<file path="src/include/pinfn_pkg.sv">
// Shared constants and types for the pin-function, reset and interrupt block.
// Contract
// RQ1: The operating clock is the oscillator clock halved.
// RQ2: Oscillator type is fixed by two build-time options, not by software.
// RQ3: With the three-pin RC option, port B bit 1 belongs to the oscillator.
// RQ4: A low level on the external reset pin returns the device to startup.
// RQ5: A watchdog or illegal-address reset drives the reset pin low.
// RQ6: The interrupt pin feeds an asynchronous interrupt request to the core.
// RQ7: The interrupt fires on falling edges, or on edges and low levels.
// RQ8: With the port option, port A bits 0 to 3 join the interrupt inverted.
// RQ9: The chosen edge or level mode applies to the port pins as well.
// RQ10: After any reset all port A lines are inputs, except in programming.
// RQ11: After any reset port B bit 0 is an input, except in programming.
// RQ12: Port B bit 1 is software-driven and resets to input, with exceptions.
// RQ13: With the pulldown option, each port A pin has a software pulldown.
// RQ14: An option picks an RC startup delay of 4064 or 16 operating cycles.
// RQ15: Interrupt inputs are synchronised, edge-detected and held until acked.
package pinfn_pkg;
	localparam int unsigned STARTUP_LONG_CYCLES  = 4064;
	localparam int unsigned STARTUP_SHORT_CYCLES = 16;
	localparam int unsigned STARTUP_CNT_W        = 12;
	localparam int unsigned PORT_A_W             = 8;
	localparam int unsigned PORT_B_W             = 2;
	localparam int unsigned KEY_W                = 4;
	localparam int unsigned SYNC_DEPTH           = 3;
	localparam logic [1:0]  OSC_CRYSTAL          = 2'h0;
	localparam logic [1:0]  OSC_RC_TWO_PIN       = 2'h1;
	localparam logic [1:0]  OSC_RC_THREE_PIN     = 2'h2;

	typedef enum logic [2:0] {
		ST_RESET   = 3'h1,
		ST_STARTUP = 3'h2,
		ST_RUN     = 3'h4
	} run_state_t;
endpackage : pinfn_pkg

</file>
<file path="src/include/irq_req_if.sv">
// Interface carrying interrupt sources and the latched request between modules.
`timescale 1ns/100ps
interface irq_req_if;
	logic                            irq_low_sync;
	logic [pinfn_pkg::KEY_W-1:0]     key_high_sync;
	logic                            key_enable;
	logic                            level_mode;
	logic                            req;
	logic                            ack;
	logic                            op_tick;
	modport ctrl (output irq_low_sync, output key_high_sync,
		output key_enable, output level_mode, output ack,
		output op_tick, input req);
	modport det (input irq_low_sync, input key_high_sync,
		input key_enable, input level_mode, input ack,
		input op_tick, output req);
endinterface : irq_req_if

</file>
<file path="src/core/irq_detect.sv">
// Edge and level detection of the combined external interrupt request.
`timescale 1ns/100ps
module irq_detect (
	input  wire logic clk_sys,
	input  wire logic reset,
	irq_req_if.det    bus
);
	logic active;
	logic active_prev_reg;
	logic req_reg;

	// Port pins join inverted, so a high key looks like a low pin.
	assign active = bus.irq_low_sync
		| (bus.key_enable & (|bus.key_high_sync)); // see RQ8
	assign bus.req = req_reg;

	// Edges are judged on operating-clock ticks so both modes share a timebase.
	always_ff @(posedge clk_sys or posedge reset) begin
		if (reset) begin
			active_prev_reg <= 1'b0;
		end else if (bus.op_tick) begin
			active_prev_reg <= active;
		end
	end

	// A new event in the ack cycle wins over the clear.
	always_ff @(posedge clk_sys or posedge reset) begin
		if (reset) begin
			req_reg <= 1'b0;
		end else if (bus.op_tick && active && !active_prev_reg) begin
			req_reg <= 1'b1; // see RQ7 RQ9 RQ15
		end else if (bus.op_tick && active && bus.level_mode) begin
			req_reg <= 1'b1; // see RQ7 RQ9
		end else if (bus.ack) begin
			req_reg <= 1'b0; // see RQ15
		end
	end
endmodule : irq_detect

</file>
<file path="src/core/pin_function.sv">
// Top level: operating clock, reset pin, startup delay, interrupt and ports.
`timescale 1ns/100ps
module pin_function #(
	parameter logic [1:0] OSC_TYPE       = pinfn_pkg::OSC_CRYSTAL,
	parameter bit         LEVEL_MODE     = 1'b1,
	parameter bit         KEY_IRQ_ENABLE = 1'b1,
	parameter bit         PULLDOWN_OPT   = 1'b1,
	parameter bit         SHORT_STARTUP  = 1'b0,
	parameter int unsigned LONG_CYCLES   = pinfn_pkg::STARTUP_LONG_CYCLES
) (
	input  wire logic                           clk_sys,
	input  wire logic                           reset,
	input  wire logic                           reset_pin_n_in,
	output logic                                reset_pin_out,
	output logic                                reset_pin_oe_n,
	input  wire logic                           watchdog_timeout,
	input  wire logic                           illegal_address,
	input  wire logic                           serial_prog_mode,
	output logic                                internal_operating_clock,
	output logic                                op_tick,
	output logic                                core_reset,
	output logic                                core_run,
	input  wire logic                           irq_pin_n,
	input  wire logic [pinfn_pkg::PORT_A_W-1:0] port_a_pins,
	input  wire logic [pinfn_pkg::PORT_A_W-1:0] port_a_dir_sw,
	input  wire logic [pinfn_pkg::PORT_A_W-1:0] port_a_pd_sw,
	input  wire logic [pinfn_pkg::PORT_B_W-1:0] port_b_dir_sw,
	input  wire logic [pinfn_pkg::PORT_A_W-1:0] prog_port_a_dir,
	input  wire logic [pinfn_pkg::PORT_B_W-1:0] prog_port_b_dir,
	input  wire logic                           irq_ack,
	output logic                                irq_request,
	output logic [pinfn_pkg::PORT_A_W-1:0]      port_a_dir,
	output logic [pinfn_pkg::PORT_A_W-1:0]      port_a_pulldown,
	output logic                                port_b_bit0_pin_dir,
	output logic                                port_b_bit1_third_osc_pin_dir,
	output logic                                port_b_bit1_osc_owned
);
	localparam int unsigned CNT_W = pinfn_pkg::STARTUP_CNT_W;
	localparam logic [CNT_W-1:0] LONG_LAST = CNT_W'(LONG_CYCLES - 1);
	localparam logic [CNT_W-1:0] SHORT_LAST =
		CNT_W'(pinfn_pkg::STARTUP_SHORT_CYCLES - 1);
	localparam bit THREE_PIN = (OSC_TYPE == pinfn_pkg::OSC_RC_THREE_PIN);

	pinfn_pkg::run_state_t state_reg;
	pinfn_pkg::run_state_t state_next;
	logic                  div_reg;
	logic [CNT_W-1:0]      count_reg;
	logic                  int_reset_reg;
	logic [pinfn_pkg::SYNC_DEPTH-1:0] rst_sync_reg;
	logic [pinfn_pkg::SYNC_DEPTH-1:0] irq_sync_reg;
	logic [pinfn_pkg::SYNC_DEPTH-1:0] key_sync_reg [pinfn_pkg::KEY_W];
	logic                  rst_low_reg;
	logic                  irq_low_reg;
	logic [pinfn_pkg::KEY_W-1:0] key_high_reg;
	logic                  prog_reg;
	logic [pinfn_pkg::PORT_A_W-1:0] dir_a_reg;
	logic [pinfn_pkg::PORT_A_W-1:0] pd_a_reg;
	logic [pinfn_pkg::PORT_B_W-1:0] dir_b_reg;
	logic                  pin_reset;
	logic [CNT_W-1:0]      startup_last;

	irq_req_if irq_bus ();

	// Oscillator halved into the operating clock; tick marks its rising edge.
	always_ff @(posedge clk_sys or posedge reset) begin
		if (reset) begin
			div_reg <= 1'b0;
		end else begin
			div_reg <= ~div_reg; // see RQ1
		end
	end
	assign internal_operating_clock = div_reg;
	assign op_tick = ~div_reg;

	// Three-flop synchronisers; a change counts when stages two and three agree.
	always_ff @(posedge clk_sys or posedge reset) begin
		if (reset) begin
			rst_sync_reg <= '1;
			irq_sync_reg <= '1;
			rst_low_reg  <= 1'b0;
			irq_low_reg  <= 1'b0;
		end else begin
			rst_sync_reg <= {rst_sync_reg[1:0], reset_pin_n_in};
			irq_sync_reg <= {irq_sync_reg[1:0], irq_pin_n}; // see RQ15
			if (rst_sync_reg[2] == rst_sync_reg[1]) begin
				rst_low_reg <= ~rst_sync_reg[1];
			end
			if (irq_sync_reg[2] == irq_sync_reg[1]) begin
				irq_low_reg <= ~irq_sync_reg[1];
			end
		end
	end

	for (genvar k = 0; k < pinfn_pkg::KEY_W; k++) begin : g_key
		always_ff @(posedge clk_sys or posedge reset) begin
			if (reset) begin
				key_sync_reg[k] <= '0;
				key_high_reg[k] <= 1'b0;
			end else begin
				key_sync_reg[k] <= {key_sync_reg[k][1:0], port_a_pins[k]};
				if (key_sync_reg[k][2] == key_sync_reg[k][1]) begin
					key_high_reg[k] <= key_sync_reg[k][1]; // see RQ15
				end
			end
		end
	end

	// Watchdog or illegal address pulls the reset pin low one cycle later, for as long as it lasts.
	always_ff @(posedge clk_sys or posedge reset) begin
		if (reset) begin
			int_reset_reg <= 1'b0;
		end else begin
			int_reset_reg <= watchdog_timeout | illegal_address; // see RQ5
		end
	end
	assign reset_pin_out  = 1'b0;
	assign reset_pin_oe_n = ~int_reset_reg; // see RQ5
	assign pin_reset = rst_low_reg | int_reset_reg; // see RQ4

	// The startup length is a build option, never a software setting.
	assign startup_last = SHORT_STARTUP ? SHORT_LAST : LONG_LAST; // see RQ14

	always_comb begin
		state_next = state_reg;
		case (state_reg)
			pinfn_pkg::ST_RESET: begin
				if (!pin_reset) begin
					state_next = pinfn_pkg::ST_STARTUP;
				end
			end
			pinfn_pkg::ST_STARTUP: begin
				if (pin_reset) begin
					state_next = pinfn_pkg::ST_RESET;
				end else if (op_tick && count_reg == startup_last) begin
					state_next = pinfn_pkg::ST_RUN; // see RQ14
				end
			end
			pinfn_pkg::ST_RUN: begin
				if (pin_reset) begin
					state_next = pinfn_pkg::ST_RESET; // see RQ4
				end
			end
			default: state_next = pinfn_pkg::ST_RESET;
		endcase
	end

	always_ff @(posedge clk_sys or posedge reset) begin
		if (reset) begin
			state_reg <= pinfn_pkg::ST_RESET;
		end else begin
			state_reg <= state_next;
		end
	end

	always_ff @(posedge clk_sys or posedge reset) begin
		if (reset) begin
			count_reg <= '0;
		end else if (state_reg != pinfn_pkg::ST_STARTUP) begin
			count_reg <= '0;
		end else if (op_tick) begin
			count_reg <= count_reg + CNT_W'(1); // see RQ14
		end
	end

	assign core_reset = (state_reg != pinfn_pkg::ST_RUN);
	assign core_run   = (state_reg == pinfn_pkg::ST_RUN);

	// Programming mode is sampled throughout the reset state and held through startup.
	always_ff @(posedge clk_sys or posedge reset) begin
		if (reset) begin
			prog_reg <= 1'b0;
		end else if (state_reg == pinfn_pkg::ST_RESET) begin
			prog_reg <= serial_prog_mode;
		end else if (state_reg == pinfn_pkg::ST_RUN) begin
			// Cleared in run so a later reset never starts from a stale mode.
			prog_reg <= 1'b0; // see RQ10 RQ11
		end
	end

	// Directions: inputs or programming control until run, then software control.
	always_ff @(posedge clk_sys or posedge reset) begin
		if (reset) begin
			dir_a_reg <= '0;
			dir_b_reg <= '0;
		end else if (state_reg != pinfn_pkg::ST_RUN) begin
			dir_a_reg <= prog_reg ? prog_port_a_dir : '0; // see RQ10
			dir_b_reg <= prog_reg ? prog_port_b_dir : '0; // see RQ11 RQ12
		end else begin
			dir_a_reg <= port_a_dir_sw;
			dir_b_reg <= port_b_dir_sw; // see RQ12
		end
	end

	always_ff @(posedge clk_sys or posedge reset) begin
		if (reset) begin
			pd_a_reg <= '0;
		end else if (PULLDOWN_OPT && state_reg == pinfn_pkg::ST_RUN) begin
			pd_a_reg <= port_a_pd_sw & ~port_a_dir_sw; // see RQ13
		end else begin
			pd_a_reg <= '0;
		end
	end

	assign port_a_dir = dir_a_reg;
	assign port_a_pulldown = pd_a_reg;
	assign port_b_bit0_pin_dir = dir_b_reg[0];
	// Under the three-pin RC option the oscillator owns bit 1 outright.
	assign port_b_bit1_third_osc_pin_dir = THREE_PIN ? 1'b0 : dir_b_reg[1]; // see RQ3
	assign port_b_bit1_osc_owned = THREE_PIN; // see RQ2 RQ3

	assign irq_bus.irq_low_sync  = irq_low_reg; // see RQ6
	assign irq_bus.key_high_sync = key_high_reg;
	assign irq_bus.key_enable    = KEY_IRQ_ENABLE; // see RQ8
	assign irq_bus.level_mode    = LEVEL_MODE; // see RQ7 RQ9
	// Holding the clear during reset drops requests latched before startup.
	assign irq_bus.ack           = irq_ack | core_reset; // see RQ4 RQ15
	assign irq_bus.op_tick       = op_tick;
	assign irq_request = irq_bus.req & core_run;

	irq_detect u_irq_detect (
		.clk_sys (clk_sys),
		.reset   (reset),
		.bus     (irq_bus.det)
	);
endmodule : pin_function

</file>
<file path="config.mk">
export PLATFORM = sky130hd
export DESIGN_NAME = pin_function
export DESIGN_NICKNAME = d
export VERILOG_FILES = /design/src/include/pinfn_pkg.sv /design/src/include/irq_req_if.sv /design/src/core/irq_detect.sv /design/src/core/pin_function.sv
export SDC_FILE = /design/constraint.sdc
export NUM_CORES = 1
export LEC_CHECK = 0
export ABC_AREA = 0
export BUFFER_PORTS_ARGS = -buffer_cell sky130_fd_sc_hd__buf_2
export CORE_ASPECT_RATIO = 0.6
export CORE_MARGIN = 3
export CORE_UTILIZATION = 40
export CTS_CLUSTER_DIAMETER = 100
export DETAILED_ROUTE_END_ITERATION = 10
export GPL_TIMING_DRIVEN = 0
export PLACE_DENSITY = 0.75
export SETUP_SLACK_MARGIN = 0.5
export SYNTH_ARGS = -nofsm -noshare
export SYNTH_HDL_FRONTEND = slang
export SYNTH_SLANG_ARGS = --single-unit
</file>
<file path="constraint.sdc">
create_clock -name clk_sys -period 2 [get_ports clk_sys]
set_input_delay 0.1 -clock clk_sys [delete_from_list [all_inputs] [get_ports clk_sys]]
set_output_delay 0.1 -clock clk_sys [all_outputs]
set_load 0.03 [all_outputs]
</file>
==> flow_summary_export.csv, run 1 <==
group,metric,value,unit
placement,portBuffers,63,
finish,multi_input_area,771,sq um
finish,final_nets,349,
global_route,grt-ovfl-total,0,
finish,fin_area,3410,sq um
critical_path,critPathKind,"flop to output pin",
worst_hold_path,min_path_type,"primary input to flop",
clock_tree,cts.sink_count,61,
sta,finalSetupTns,0,ns
placement,dp_cells,332,
run_status,run_status,"complete, no violations",
sta,rsz0062_at_grt,"true",
sta,timing.fmax,665,MHz
clock_tree,cts_tree,"done",
placement,hpwlAfterDp,3280,um
yosys,synth_cell_types,39,
clock_tree,cts_max_level,3,
yosys,synth.cell_area,2320,sq um
global_route,grt_pass1_wl,8530,um
yosys,syn_inst,191,
clock_tree,clock_latency,0.32,ns
routing,num_vias,1789,
global_route,grt_pass1_vias,1786,
routing,routed_wl,5160,um
routing,ant_nets,0,
clock_tree,cts.clk_slew.worst_paths,0.07,ns
clock_tree,cts_buffers,9,
floorplanning,core-area,5330,sq um
global_route,grt_usage,16.3,%
sta,setup_ws,0.496,ns
critical_path,crit_slowest_cell,"dfrtp_2",
critical_path,crit_path_frequent_cell,"buf_6",
floorplanning,fp.dieH,65.0,um
floorplanning,die_w,104,um
routing,met1Wirelength,2360,um
clock_tree,cts-root-buf,"clkbuf_8",
critical_path,worstSetupStartpointType,"flop",
run,cap_viol_max_count,0,
routing,firstDrtPassIters,4,
finish,fillers,392,
routing,top_layer,"met4",
sta,hold_viol,0,
placement,place_area,2750,sq um
pwr,power_density,783,nW/um^2
floorplanning,dieArea,6780,sq um
finish,drive_gt1_share,42.7,%
critical_path,arrival,1.40,ns
sta,finalCritPeriodShare,75.2,%
finish,regArea,1540,sq um
sta,slew_violations,0,
finish,fin_cells,386,
yosys,yosysWarnings,0,
finish,syn2layout_area_growth,47.0,%
sta,fin_worst_skew,0.00626,ns
routing,wl_met3,223,um
pwr,power.leakage,0.00159,uW
routing,drtIter0Drc,111,
routing,wl_met2,2560,um
yosys,synth-seq-cells,61,
sta,min_period,1.50,ns
clock_tree,clockBufferDepth,2,
critical_path,cp_cell_sequence,"nor3b_4 > buf_6 > buf_6 > nand2_4 > inv_2 > buf_6",
sta,holdWs,0.0158,ns
routing,vias_per_cell,4.63,
critical_path,critical_path_buf_inv_count,4,
placement,place_ws,0.322,ns
critical_path,cpPeakStageDelay,0.42,ns
pwr,vdd_ir_drop_max,564,uV
critical_path,cp_top_family,"buffers and inverters",
routing,drc,0,
global_route,grt_max_degree,62,
floorplanning,start_util,43.5,%
routing,wl_per_cell,13.4,um
floorplanning,row_count,20,
finish,antenna_cells,0,
yosys,syn_area_per_cell,12.2,sq um
placement,gp_congestion,0.738,
sta,setup_violations,0,
critical_path,cp.required,1.90,ns
critical_path,crit_fanout,7,
global_route,antenna_found_initial,0,
critical_path,critPathCaptureType,"output pin",
floorplanning,pin_count,70,
yosys,synth_seq_area_share,66.1,%
-- per-layer routing --
metal	up-vias	GRT usage, %
met5	-	0
met4	0	4.15
met3	2	6.37
met2	43	25.9
met1	862	21.1
li1	882	-
-- kinds of logic after synthesis --
family	share of synthesized area, %
flip-flops	66.1
other	0.162
buffers and inverters	2.91
adder cells (fa/ha/maj)	2.26
multiplexers	0.863
XOR/XNOR	1.89
AO/OA/AOI/OAI	7.98
AND/OR/NAND/NOR	17.8
-- cells in the final DEF, fill, tap and decap left out, types with 3 or more instances in the layout --
cell	Yosys	final
dfrtp_1	54	48
o31ai_1	3	3
or4_1	4	3
a21oi_2	0	3
maj3_1	4	4
xor2_1	3	3
clkbuf_8	0	13
dfstp_2	7	7
inv_1	6	4
dfrtp_2	0	6
buf_4	3	14
nand2_1	31	30
buf_6	0	7
nor2_1	7	7
dlygate4sd3_1	0	22
nor3b_1	9	8
clkbuf_1	5	3
o21ai_0	18	18
a21oi_1	6	3
buf_2	0	61
-- worst paths after layout --
| check | startpoint | end | slack [ns] | cells past startpoint |
|---|---|---|---|---|
| setup / recovery | state_reg[1]$_DFFE_PP0P_ | irq_request | 0.50 | 6 |
| hold / removal | prog_port_a_dir[2] | port_a_dir[2]$_DFF_PP0_ | 0.02 | 3 |
| setup reg to reg | internal_operating_clock$_DFF_PP0_ | count_reg[8]$_DFFE_PP0P_ | 0.51 | 5 |
| hold reg to reg | key_sync_reg[0]$_DFF_PP0_ | key_sync_reg[1]$_DFF_PP0_ | 0.35 | 0 |
| max in group asynchronous | reset | rst_sync_reg[2]$_DFF_PP1_ | 1.10 | 4 |
| min in group asynchronous | reset | port_a_pulldown[0]$_DFF_PP0_ | 0.31 | 3 |
-- worst register-to-register path: cells and delay by family (launching register included) --
family,cells,cell delay [ns]
buffers and inverters,2,0.27
AOI/OAI and AO/OA,1,0.13
and+or+nand+nor,2,0.61
DFF,1,0.40
-- area by class of cell --
class                           instances  share of cell area (%)
Sequential cell                        61                    45.2
Multi-Input combinational cell        116                    22.6
Timing Repair Buffer                  101                    20.5
Clock buffer                           13                    4.95
Tap cell                               77                    2.82
Buffer                                  8                    1.69
Clock inverter                          3                    1.25
Inverter                                7                    1.03
-- cell usage after synthesis --
library cell,n,area share [%]
dfrtp_1,54,58
nand2_1,31,5.0
o21ai_0,18,3.9
nor3b_1,9,2.9
dfstp_2,7,7.9
nor2_1,7,1.1
a21oi_1,6,1.3
inv_1,6,0.97
clkbuf_1,5,0.81
maj3_1,4,1.7
or4_1,4,1.3
buf_4,3,0.97
o31ai_1,3,0.97
xor2_1,3,1.1
mux2i_1,2,0.86
nand3_1,2,0.43
nand4b_1,2,0.75
nor2b_1,2,0.54
nor4_1,2,0.54
xnor2_1,2,0.75
a2bb2oi_1,1,0.38
a32o_1,1,0.43
clkinv_1,1,0.16
conb_1,1,0.16
ha_1,1,0.54
nand2b_1,1,0.27
nand3b_4,1,0.86
nand4_1,1,0.27
nand4b_4,1,1.0
nor3_1,1,0.22
nor3b_4,1,0.81
o21a_1,1,0.32
o22ai_1,1,0.27
o31a_2,1,0.43
or2_2,1,0.27
or3_1,1,0.27
or3_2,1,0.32
or3b_2,1,0.38
or4_4,1,0.49
-- where the power goes --
part,internal (uW),switching (uW)
Clock,676,448
Sequential,1290,24.8
Combinational,104,126
Total,2070,599
-- per-stage QoR --
step	utilization, %	total power, uW
floorplan	-	1450
global placement	51.5	1520
detailed placement	51.5	1530
CTS	61.7	2690
global route	64.0	2800
finish	64.0	2670
-- what timing repair did --
action,in CTS,in global routing
setup buffers,10,5
endpoints found under the setup margin,23,20
hold buffers,19,3
gates resized for setup,23,12
endpoints found under the hold margin,24,16
pin swaps,6,4
No activity file was read; power rests on OpenSTA's default activity.
==> run 2: changes to the inputs <==
==> constraint.sdc (replaced) <==
create_clock -name clk_sys -period 1.47 [get_ports clk_sys]
set_input_delay 0.0735 -clock clk_sys [delete_from_list [all_inputs] [get_ports clk_sys]]
set_output_delay 0.0735 -clock clk_sys [all_outputs]
set_load 0.03 [all_outputs]
==> run 2 against run 1 <==
Net effect:
- the flow now finishes with violations (hold timing, setup timing)
- wire length up 42%
- non-clock buffer count increased by 33
- sequential share of layout area shrank 7.5 points
- die area unchanged
- core utilization up 13 points
- clock power grew 33%
- setup slack got worse by 0.56 ns
- critical path depth down 2
- global-route usage is 3.6 points higher
- critical path type unchanged
==> flow_summary_export.csv, run 2 (synthesis gave the netlist of run 1 again) <==
group,metric,value,unit
run_status,run_status,"complete, but fails checks",
run_status,violations,"hold timing, setup timing",
global_route,busiest_layer,"met2",
placement,place_area,2780,sq um
floorplanning,die_w,104,um
floorplanning,pin_count,70,
sta,hold_viol,27,
routing,wl_per_cell,17.5,um
finish,mostFrequentLayoutCells,"dfrtp_1 (49), buf_2 (42), dlygate4sd3_1 (37)",
worst_hold_path,min_path_type,"primary input to asynchronous set/reset pin",
routing,drtIter0Drc,198,
routing,vias_per_cell,5.00,
critical_path,cp_cell_sequence,"nor3b_4 > buf_12 > clkbuf_16 > buf_8",
critical_path,cpPeakStageDelay,0.43,ns
critical_path,crit_fanout,8,
critical_path,startpoint,"state_reg[1]$_DFFE_PP0P_",
pwr,power_density,909,nW/um^2
routing,num_vias,2095,
finish,final_nets,382,
routing,routed_wl,7330,um
clock_tree,cts_tree,"done",
sta,max-slew-margin-rel,52.2,%
critical_path,arrival,1.46,ns
routing,drc,0,
sta,rsz0062_at_grt,"true",
floorplanning,fp.dieH,65.0,um
sta,finalCritPeriodShare,104,%
sta,fin_worst_skew,0.00781,ns
routing,ant_nets,0,
placement,dp_cells,332,
placement,gp_congestion,0.716,
finish,drive_gt1_share,52.9,%
run,cap_viol_max_count,0,
critical_path,cp.required,1.40,ns
clock_tree,clock_latency,0.34,ns
critical_path,critPathKind,"flop to output pin",
finish,fin_area,4090,sq um
floorplanning,dieArea,6780,sq um
sta,setup_ws,-0.0639,ns
finish,fin_cells,419,
critical_path,timing.rr.start,"count_reg[5]$_DFFE_PP0P_",
global_route,grt_max_degree,62,
placement,place_ws,-0.137,ns
global_route,grt_usage,19.9,%
sta,min_period,1.53,ns
clock_tree,cts_max_level,3,
sta,slew_violations,0,
finish,antenna_cells,0,
floorplanning,start_util,43.5,%
global_route,antenna_found_initial,0,
global_route,grt_pass1_wl,10300,um
global_route,gr-usage-met1,22.8,%
global_route,grt-ovfl-total,0,
floorplanning,row_count,20,
clock_tree,clockBufferDepth,2,
placement,portBuffers,63,
finish,syn2layout_area_growth,76.1,%
critical_path,critPathCaptureType,"output pin",
sta,tightest_slew,0.715,ns
floorplanning,core-area,5330,sq um
pwr,power.leakage,0.00187,uW
placement,hpwlAfterDp,3220,um
critical_path,crit_slowest_cell,"dfrtp_2",
global_route,grtUsageMet2,34.0,%
clock_tree,cts.sink_count,61,
clock_tree,cts_buffers,9,
clock_tree,cts-root-buf,"clkbuf_8",
critical_path,reg2reg_depth,3,
clock_tree,cts.clk_slew.worst_paths,0.07,ns
global_route,grt_pass1_vias,2103,
global_route,use_met3,6.77,%
critical_path,worstSetupStartpointType,"flop",
finish,mostFrequentLayoutCell,"dfrtp_1",
sta,setup_violations,5,
pwr,vdd_ir_drop_max,793,uV
sta,timing.fmax,652,MHz
sta,holdWs,-0.166,ns
routing,firstDrtPassIters,4,
run 2: cell count changes in the layout (fill, tap and decap cells not counted), moves of 5 or more:
cell / change
buf_2: -19
buf_4: +9
buf_6: +24
dlygate4sd3_1: +15
nor2_1: -5
nor3b_1: -8
nor3b_2: +5
o21ai_0: -14
o21ai_1: +8
o21ai_2: +6
run 2: critical path: cells and delay by family (launching register included):
family,cells,cell delay (ns)
DFF,1,0.43
buffers and inverters,3,0.43
and+or+nand+nor,1,0.24
run 2: what timing repair did:
item / 4_1_cts / 5_1_grt
setup buffers: 19 / 13
pin swaps: 12 / 6
gates cloned: 1 / 0
setup endpoints to repair: 41 / 57
hold endpoints to repair: 26 / 28
resized for setup: 57 / 90
hold buffers: 36 / 1
run 2: worst paths after layout:
| kind | slack, ns | end |
|---|---|---|
| min in group clk_sys | 0.09 | prog_reg$_DFFE_PP0P_ |
| hold reg to reg | 0.35 | key_sync_reg[7]$_DFF_PP0_ |
| max in group asynchronous | 1.00 | state_reg[0]$_DFFE_PP1P_ |
| setup reg to reg | -0.02 | state_reg[1]$_DFFE_PP0P_ |
| hold / removal | -0.17 | key_sync_reg[0]$_DFF_PP0_ |
| setup / recovery | -0.06 | core_run |
run 2: layout make-up:
class	instances	area, sq um
tap	77	96.3
sequential	61	1540
multi-input combinational	116	972
fill	289	1240
timing repair buffer	134	1150
buffer	8	92.6
clock inverter	6	71.3
clock buffer	10	128
inverter	7	40.0
run 2: metrics by stage:
step	setup TNS [ns]	total power [uW]	utilization, %
2_1_floorplan	-0.106	1970	-
5_1_grt	-0.467	3850	76.7
6_report	-0.128	3720	76.7
4_1_cts	-0.0783	3640	69.5
3_5_place_dp	-0.184	2080	52.2
3_3_place_gp	-0.131	2070	52.2
run 2: routing by layer:
metal	share of wire, %	up-vias
met5	0	-
met4	3.4	0
met3	5.1	29
met2	54	69
met1	38	1049
li1	-	948
run 2: where the power goes:
part | leakage, uW | switching [uW] | internal [uW]
Clock | 0.0000931 | 699 | 794
Combinational | 0.00102 | 213 | 210
Sequential | 0.000753 | 40.0 | 1760
